File: src/irq_vec_consts.svh
// Constants for the interrupt priority and vectoring block
`ifndef IRQ_VEC_CONSTS_SVH
`define IRQ_VEC_CONSTS_SVH

// ==========================================================
// APB register byte offsets
`define OFF_IRQ_ENABLE_REG      12'h000
`define OFF_IRQ_PRIORITY_REG    12'h004
`define OFF_EXT_ENABLE_REG_A    12'h008
`define OFF_EXT_PRIORITY_REG_A  12'h00c
`define OFF_EXT_ENABLE_REG_B    12'h010
`define OFF_EXT_PRIORITY_REG_B  12'h014
`define OFF_PEND_STATUS         12'h018
`define OFF_ACTIVE_STATUS       12'h01c
`define OFF_EVT_STATUS          12'h020
`define OFF_EVT_MASK            12'h024

// ==========================================================
// Reset values and vector layout
`define RST_PRIO_LOW            8'h00
`define RST_ENABLE              8'h00
`define VEC_RESET               16'h0000
`define VEC_BASE                16'h0003
`define VEC_STEP                16'h0008
`define VEC_LAST                16'h00ab
`define NUM_ORDERS              22
`define ORDER_RSVD_A            5'd13
`define ORDER_RSVD_B            5'd18

// ==========================================================
// Timing, in system clocks
`define T_DETECT                1
`define T_LONG_CALL             5
`define T_MIN_RESPONSE          7
`define T_WORST_RESPONSE        19
`define T_DIVIDE                8

`endif

File: src/irq_vec_pkg.sv
// Types shared by the interrupt vectoring modules
package irq_vec_pkg;
	typedef logic [4:0] order_t;
	typedef logic [21:0] src_vec_t;
	typedef enum logic [1:0] {
		LVL_NONE,
		LVL_LOW,
		LVL_HIGH
	} level_t;
endpackage

File: src/irq_pick_if.sv
// Carries pending requests and the arbiter's choice between modules
`timescale 1ns/1ps
`default_nettype none
interface irq_pick_if;
	import irq_vec_pkg::*;
	src_vec_t req;
	src_vec_t prio;
	logic     found;
	order_t   order;
	logic     high;
	modport arb (input req, input prio, output found, output order,
		output high);
	modport top (output req, output prio, input found, input order,
		input high);
endinterface
`default_nettype wire

File: src/irq_arbiter.sv
// Combinational two-level priority arbiter over the source orders
`timescale 1ns/1ps
`default_nettype none
module irq_arbiter
	import irq_vec_pkg::*;
#(
	parameter int N = 22
) (
	irq_pick_if.arb pick
);
	src_vec_t hi_req;

	assign hi_req = pick.req & pick.prio;

	// High level wins first, then lowest order number
	always_comb begin
		pick.found = 1'b0;
		pick.order = '0;
		pick.high  = 1'b0;
		for (int i = N - 1; i >= 0; i--) begin
			if (pick.req[i]) begin
				pick.found = 1'b1;
				pick.order = order_t'(i);
			end
		end
		for (int i = N - 1; i >= 0; i--) begin
			if (hi_req[i]) begin
				pick.order = order_t'(i);
				pick.high  = 1'b1;
			end
		end
	end
endmodule
`default_nettype wire

File: src/irq_vectoring.sv
// Interrupt priority, vectoring and response sequencing for the core
`timescale 1ns/1ps
`default_nettype none
`include "irq_vec_consts.svh"

module irq_vectoring
	import irq_vec_pkg::*;
(
	input  wire logic        pclk,
	input  wire logic        presetn,
	input  wire logic        psel,
	input  wire logic        penable,
	input  wire logic        pwrite,
	input  wire logic [11:0] paddr,
	input  wire logic [31:0] pwdata,
	output logic      [31:0] prdata,
	output logic             pready,
	output logic             pslverr,
	input  wire logic [21:0] src_pend,
	input  wire logic        port_match,
	input  wire logic        instr_done,
	input  wire logic        return_from_isr_instr,
	output logic             long_call_instr,
	output logic      [15:0] vector_addr,
	output logic             clr_ext_irq_zero,
	output logic             clr_ext_irq_one,
	output logic             clr_tmr0_ovf,
	output logic             clr_tmr1_ovf,
	output logic             irq
);
	// ==========================================================
	// Registers
	logic [7:0] irq_enable_reg_q;
	logic [7:0] irq_priority_reg_q;
	logic [7:0] ext_enable_reg_a_q;
	logic [7:0] ext_priority_reg_a_q;
	logic [7:0] ext_enable_reg_b_q;
	logic [7:0] ext_priority_reg_b_q;
	logic [2:0] evt_status_q;
	logic [2:0] evt_mask_q;
	src_vec_t   pend_q;
	logic       in_low_q;
	logic       in_high_q;
	logic       low_was_preempted_q;
	logic       call_q;
	logic [2:0] call_cnt_q;

	src_vec_t   en_all;
	src_vec_t   prio_all;
	src_vec_t   req_raw;
	src_vec_t   req_ok;
	logic       wr_en;
	logic       rd_en;
	logic       may_take;
	logic       take;
	logic [2:0] evt_set;
	logic [31:0] rdata_d;

	irq_pick_if pick ();

	// ==========================================================
	// Enable and priority maps, one bit per order
	always_comb begin
		en_all   = '0;
		prio_all = '0;
		en_all[6:0]     = irq_enable_reg_q[6:0];
		prio_all[6:0]   = irq_priority_reg_q[6:0];
		en_all[14:7]    = ext_enable_reg_a_q;
		prio_all[14:7]  = ext_priority_reg_a_q;
		en_all[21:15]   = ext_enable_reg_b_q[6:0];
		prio_all[21:15] = ext_priority_reg_b_q[6:0];
		en_all[13] = 1'b0;
		en_all[18] = 1'b0;
	end

	// ==========================================================
	// Request sampling
	// Pending inputs come from peripherals on this same clock
	always_ff @(posedge pclk or negedge presetn) begin
		if (!presetn) begin
			pend_q <= '0;
		end else begin
			pend_q     <= src_pend;
			pend_q[16] <= port_match;
		end
	end

	// Read-only flags such as supply warning rely on enable alone
	assign req_raw = pend_q & en_all;
	assign pick.req  = req_raw;
	assign pick.prio = prio_all;

	irq_arbiter #(
		.N (`NUM_ORDERS)
	) u_arb (
		.pick (pick.arb)
	);

	// Preemption gate: nothing over high, only high over low
	always_comb begin
		req_ok = req_raw;
		if (in_high_q) begin
			req_ok = '0;
		end else if (in_low_q) begin
			req_ok = req_raw & prio_all;
		end
	end

	// A call only follows a completed instruction; after a return
	// the next instruction must also finish
	assign may_take = instr_done && !return_from_isr_instr && !call_q;
	assign take = may_take && (|req_ok) && pick.found &&
		(!in_low_q || pick.high);

	// ==========================================================
	// Active levels
	always_ff @(posedge pclk or negedge presetn) begin
		if (!presetn) begin
			in_low_q            <= 1'b0;
			in_high_q           <= 1'b0;
			low_was_preempted_q <= 1'b0;
		end else if (take) begin
			if (pick.high) begin
				in_high_q           <= 1'b1;
				low_was_preempted_q <= in_low_q;
			end else begin
				in_low_q <= 1'b1;
			end
		end else if (instr_done && return_from_isr_instr) begin
			if (in_high_q) begin
				in_high_q <= 1'b0;
				// Low level stays active so its routine finishes
				in_low_q  <= low_was_preempted_q;
				low_was_preempted_q <= 1'b0;
			end else begin
				in_low_q <= 1'b0;
			end
		end
	end

	// ==========================================================
	// Long call sequencer: five clocks of call
	always_ff @(posedge pclk or negedge presetn) begin
		if (!presetn) begin
			call_q       <= 1'b0;
			call_cnt_q   <= '0;
		end else if (take) begin
			call_q       <= 1'b1;
			call_cnt_q   <= 3'(`T_LONG_CALL - 1);
		end else if (call_q) begin
			if (call_cnt_q == 3'h0) begin
				call_q <= 1'b0;
			end else begin
				call_cnt_q <= call_cnt_q - 3'h1;
			end
		end
	end

	always_ff @(posedge pclk or negedge presetn) begin
		if (!presetn) begin
			long_call_instr <= 1'b0;
			vector_addr     <= `VEC_RESET;
		end else begin
			long_call_instr <= take;
			if (take) begin
				vector_addr <= `VEC_BASE +
					(16'(pick.order) << 3);
			end
		end
	end

	// Edge-style flags are cleared by hardware on vectoring
	always_ff @(posedge pclk or negedge presetn) begin
		if (!presetn) begin
			clr_ext_irq_zero <= 1'b0;
			clr_ext_irq_one  <= 1'b0;
			clr_tmr0_ovf     <= 1'b0;
			clr_tmr1_ovf     <= 1'b0;
		end else begin
			clr_ext_irq_zero <= take && pick.order == 5'd0;
			clr_tmr0_ovf     <= take && pick.order == 5'd1;
			clr_ext_irq_one  <= take && pick.order == 5'd2;
			clr_tmr1_ovf     <= take && pick.order == 5'd3;
		end
	end

	// ==========================================================
	// APB slave: zero wait states, unmapped reads give zero
	assign wr_en = psel && penable && pwrite;
	assign rd_en = psel && !penable && !pwrite;

	always_ff @(posedge pclk or negedge presetn) begin
		if (!presetn) begin
			irq_enable_reg_q     <= `RST_ENABLE;
			irq_priority_reg_q   <= `RST_PRIO_LOW;
			ext_enable_reg_a_q   <= `RST_ENABLE;
			ext_priority_reg_a_q <= `RST_PRIO_LOW;
			ext_enable_reg_b_q   <= `RST_ENABLE;
			ext_priority_reg_b_q <= `RST_PRIO_LOW;
			evt_mask_q           <= 3'h0;
		end else if (wr_en) begin
			unique case (paddr)
				`OFF_IRQ_ENABLE_REG:     irq_enable_reg_q     <= pwdata[7:0];
				`OFF_IRQ_PRIORITY_REG:   irq_priority_reg_q   <= pwdata[7:0];
				`OFF_EXT_ENABLE_REG_A:   ext_enable_reg_a_q   <= pwdata[7:0];
				`OFF_EXT_PRIORITY_REG_A: ext_priority_reg_a_q <= pwdata[7:0];
				`OFF_EXT_ENABLE_REG_B:   ext_enable_reg_b_q   <= pwdata[7:0];
				`OFF_EXT_PRIORITY_REG_B: ext_priority_reg_b_q <= pwdata[7:0];
				`OFF_EVT_MASK:           evt_mask_q           <= pwdata[2:0];
				default: ;
			endcase
		end
	end

	// Events: bit0 vector taken, bit1 high preempted low, bit2 return
	assign evt_set = {instr_done && return_from_isr_instr,
		take && pick.high && in_low_q, take};

	// Set wins over a write-one clear in the same cycle
	always_ff @(posedge pclk or negedge presetn) begin
		if (!presetn) begin
			evt_status_q <= 3'h0;
		end else begin
			if (wr_en && paddr == `OFF_EVT_STATUS) begin
				evt_status_q <= (evt_status_q & ~pwdata[2:0]) | evt_set;
			end else begin
				evt_status_q <= evt_status_q | evt_set;
			end
		end
	end

	always_ff @(posedge pclk or negedge presetn) begin
		if (!presetn) begin
			irq <= 1'b0;
		end else begin
			irq <= |((evt_status_q | evt_set) & evt_mask_q);
		end
	end

	always_comb begin
		rdata_d = 32'h0000_0000;
		unique case (paddr)
			`OFF_IRQ_ENABLE_REG:     rdata_d[7:0] = irq_enable_reg_q;
			`OFF_IRQ_PRIORITY_REG:   rdata_d[7:0] = irq_priority_reg_q;
			`OFF_EXT_ENABLE_REG_A:   rdata_d[7:0] = ext_enable_reg_a_q;
			`OFF_EXT_PRIORITY_REG_A: rdata_d[7:0] = ext_priority_reg_a_q;
			`OFF_EXT_ENABLE_REG_B:   rdata_d[7:0] = ext_enable_reg_b_q;
			`OFF_EXT_PRIORITY_REG_B: rdata_d[7:0] = ext_priority_reg_b_q;
			`OFF_PEND_STATUS:        rdata_d[21:0] = pend_q;
			`OFF_ACTIVE_STATUS:      rdata_d[2:0] =
				{low_was_preempted_q, in_high_q, in_low_q};
			`OFF_EVT_STATUS:         rdata_d[2:0] = evt_status_q;
			`OFF_EVT_MASK:           rdata_d[2:0] = evt_mask_q;
			default: ;
		endcase
	end

	always_ff @(posedge pclk or negedge presetn) begin
		if (!presetn) begin
			prdata  <= 32'h0000_0000;
			pready  <= 1'b0;
			pslverr <= 1'b0;
		end else begin
			pready  <= psel && !penable;
			pslverr <= 1'b0;
			if (rd_en) begin
				prdata <= rdata_d;
			end
		end
	end
endmodule
`default_nettype wire

File: config.mk
export PLATFORM = sky130hd
export DESIGN_NAME = irq_vectoring
export DESIGN_NICKNAME = d
export VERILOG_FILES = /design/src/irq_vec_pkg.sv /design/src/irq_pick_if.sv /design/src/irq_arbiter.sv /design/src/irq_vectoring.sv
export VERILOG_INCLUDE_DIRS = /design/src
export SDC_FILE = /design/constraint.sdc
export NUM_CORES = 1
export LEC_CHECK = 0
export BUFFER_PORTS_ARGS = -buffer_cell sky130_fd_sc_hd__buf_2
export CORE_MARGIN = 2
export CORE_UTILIZATION = 54
export DETAILED_ROUTE_END_ITERATION = 12
export PLACE_DENSITY = 0.83
export SLEW_MARGIN = 20
export SYNTH_ARGS = -nofsm -noshare
export SYNTH_HDL_FRONTEND = slang
export SYNTH_SLANG_ARGS = --single-unit
File: constraint.sdc
create_clock -name pclk -period 2.9 [get_ports pclk]
set_input_delay 0.87 -clock pclk [delete_from_list [all_inputs] [get_ports pclk]]
set_output_delay 0.87 -clock pclk [all_outputs]
set_load 0.02 [all_outputs]
==> impl_metrics.yaml <==
logic_synthesis:
  syn_inst: 536
  ys_seq_area_share_pct: 51.2
  synth-seq-cells: 118
  async_reset_ff_share_pct: 100
  yosysMostFrequentCell: "dfrtp_1"
  synthFlopType: "dfrtp_1"
  synth_cell_types: 63
  netlist_top_cells_area: "dfrtp_1 51%, mux2_2 10%, nand2_1 4.4%, nand3_1 3.0%, buf_4 3.0%"
  syn_area_per_cell_um2: 10.8
  syn_area_um2: 5770
  netlist_top_cells_count: "118 x dfrtp_1, 67 x nand2_1, 52 x mux2_2"
  synth_edf_count: 0
  synth_warnings: 0
  synth_area_leader_cell: "dfrtp_1"
  yosys.area.top_type_share_pct: 51.2
clock_tree:
  cts_buffers: 17
  clkSinkCount: 118
  cts_resized: 0
  root_buffer: "clkbuf_8"
  postCtsHoldBufs: 0
  htree_num_levels: 4
  cts.reportedPaths.clkPinSlew_ns: 0.06
  clock_path_buffers: 2
  cts_tree: "done"
  clk_latency_ns: 0.53
  cts_setup_buffers: 0
global_route:
  grt_max_degree: 51
  antenna_found_initial: 0
  grt_pass1_vias: 4895
  grt_pass1_wl_um: 25800
  grt_usage_pct: 29.8
  grt_remaining_overflow: 0
timing:
  finClkSkew_ns: 0.00707
  rsz0062_at_grt: "false"
  fin_crit_sh_pct: 87.7
  max_freq_mhz: 393
  post-route-min-period_ns: 2.54
  worst_pin_slew_ns: 0.498
  hold_viol: 0
  setup_viol: 0
  fin_ws_ns: 0.355
  max_slew_margin_pct: 66.7
  final-max-slew-violation-count: 0
routing:
  firstDrtPassIters: 5
  vias: 5027
  viasPerCell: 6.28
  drc: 0
  drtIter0Drc: 504
  post_drt_wl_per_cell_um: 20.4
  ant_nets: 0
  wirelength_um: 16400
place:
  globalplace.congestion: 1.01
  post-dp-hpwl_um: 11900
  pre_cts_slack_ns: -0.115
  portBuffers: 84
  dp_cells: 770
worst_setup_path:
  r2r_start: "pend_q[10]"
  crit_required_ns: 3.30
  path_cells: "and3_1 -> or4_1 -> nor4_2 -> a31o_1 -> inv_2 -> o21ai_0 -> nand4_1"
  cpPeakStageDelay_ns: 0.58
  reg2regPathDepth: 7
  critPathMaxFanout: 10
  ff2ff_setup_slack_ns: 0.36
  timing.rr.end: "irq"
  worstSetupPathType: "reg -> reg"
  crit_slowest_cell: "or4_1"
  cp-start-kind: "register"
  crit_path_end_kind: "register"
  critPathArrivalTime_ns: 2.94
worst_hold_path:
  hp-class: "in -> async"
final_layout:
  final_net_count: 729
  drive_gt1_share_pct: 31.7
  nFillCells: 788
  postLayoutCoreUtil_pct: 68.2
  synthToLayoutAreaGrowth_pct: 22.6
  antenna_cells: 0
  instances_no_fill: 801
power:
  p_leak_nw: 3.61
  ir_drop_mv: 0.435
  power_density_nw_per_um2: 572
  finalPower_mw: 4.04
die:
  die_w_um: 107
  start_util_pct: 55.6
  dieHeight_um: 107
  ioPinCount: 130
  core_um2: 10400
  die-area_um2: 11500
  std_cell_rows: 37
flow_run:
  max_cap_viol_count: 0
run_status:
  status: "finished, final reports clean"
==> layout make-up <==
class	count	area, um^2	area share (%)
Sequential cell	118	2950	41.8
Clock buffer	23	487	6.88
Tap cell	136	170	2.41
Timing Repair Buffer	117	696	9.84
Clock inverter	8	120	1.70
Multi-Input combinational cell	392	2620	37.0
Inverter	7	26.3	0.372
==> metal layers <==
layer | vias to the layer above | part of all wire [%] | track usage [%]
met4 | 0 | 3.4 | 12.0
met1 | 2448 | 40 | 39.1
met5 | - | 0 | 0
li1 | 2210 | - | -
met3 | 53 | 8.9 | 6.96
met2 | 316 | 48 | 47.9
==> layout by cell type (no fill, tap or decap), types with 5 or more instances in the layout <==
cell type / netlist / routed
and3_1: 14 / 14
a21oi_1: 16 / 16
nor3_1: 9 / 9
inv_1: 5 / 5
a221oi_1: 12 / 12
nand2b_1: 5 / 5
a31oi_1: 14 / 14
mux2_2: 52 / 52
buf_2: 4 / 83
clkbuf_8: 0 / 6
a32oi_1: 5 / 5
nor2_1: 22 / 22
clkbuf_16: 0 / 16
nand3_1: 35 / 35
dfrtp_1: 118 / 118
buf_4: 23 / 32
mux2i_1: 9 / 9
nand4_1: 11 / 11
o21ai_0: 17 / 17
a22oi_1: 9 / 9
a22o_1: 17 / 17
conb_1: 1 / 20
nand2_1: 67 / 67
==> worst max-delay path by stage <==
stage,startpoint,end,slack [ns],cells past startpoint
2_1_floorplan,paddr[1],ext_priority_reg_b_q[0],0.008,6
3_3_place_gp,paddr[1],ext_enable_reg_b_q[7],-0.05,8
3_5_place_dp,paddr[1],prdata[6],-0.11,10
4_1_cts,pend_q[9],irq,0.34,7
5_1_grt,pend_q[16],irq,0.09,7
6_report,pend_q[10],irq,0.36,7
==> cells by family (layout without fill, tap and decap cells) <==
kind of cell,count (synthesis),after routing,share of synthesized area (%)
AO/OA/AOI/OAI,119,119,14.8
buffers and inverters,45,155,4.64
adder cells (fa/ha/maj),2,2,0.434
other,1,20,0.0650
XOR/XNOR,1,1,0.152
flip-flops,118,118,51.2
multiplexers,61,61,11.7
AND/OR/NAND/NOR,189,189,17.1
==> critical path: cells and delay by family, from the launching register on <==
kind	cells	cell delay [ns]
AO/OA/AOI/OAI	2	0.61
buffers and inverters	1	0.16
flip-flops	1	0.45
AND/OR/NAND/NOR	4	1.20
==> power by group <==
part / internal (mW) / leakage [nW] / total, mW / switching [mW]
Clock: 1.41 / 0.296 / 2.13 / 0.717
Combinational: 0.0635 / 1.72 / 0.207 / 0.144
Sequential: 1.67 / 1.59 / 1.70 / 0.0295
Total: 3.15 / 3.61 / 4.04 / 0.890
==> state kept, by name (all words and copies together), names as in the netlist, 3 cells and up <==
name,flops
pend_q,22
evt_mask_q,3
ext_priority_reg_b_q,8
prdata,22
call_cnt_q,3
ext_priority_reg_a_q,8
evt_status_q,3
irq_enable_reg_q,8
ext_enable_reg_a_q,8
ext_enable_reg_b_q,8
vector_addr,6
irq_priority_reg_q,8
==> metrics by stage <==
step / hold slack, ns / area [um^2] / setup TNS (ns)
floorplan: 0.443 / 5840 / 0
detailed placement: 0.463 / 6460 / -2.54
finish: 0.269 / 7070 / 0
global route: 0.284 / 7070 / 0
CTS: 0.268 / 7070 / 0
global placement: 0.444 / 6460 / -0.657
Power figures use the tool's default switching activity.
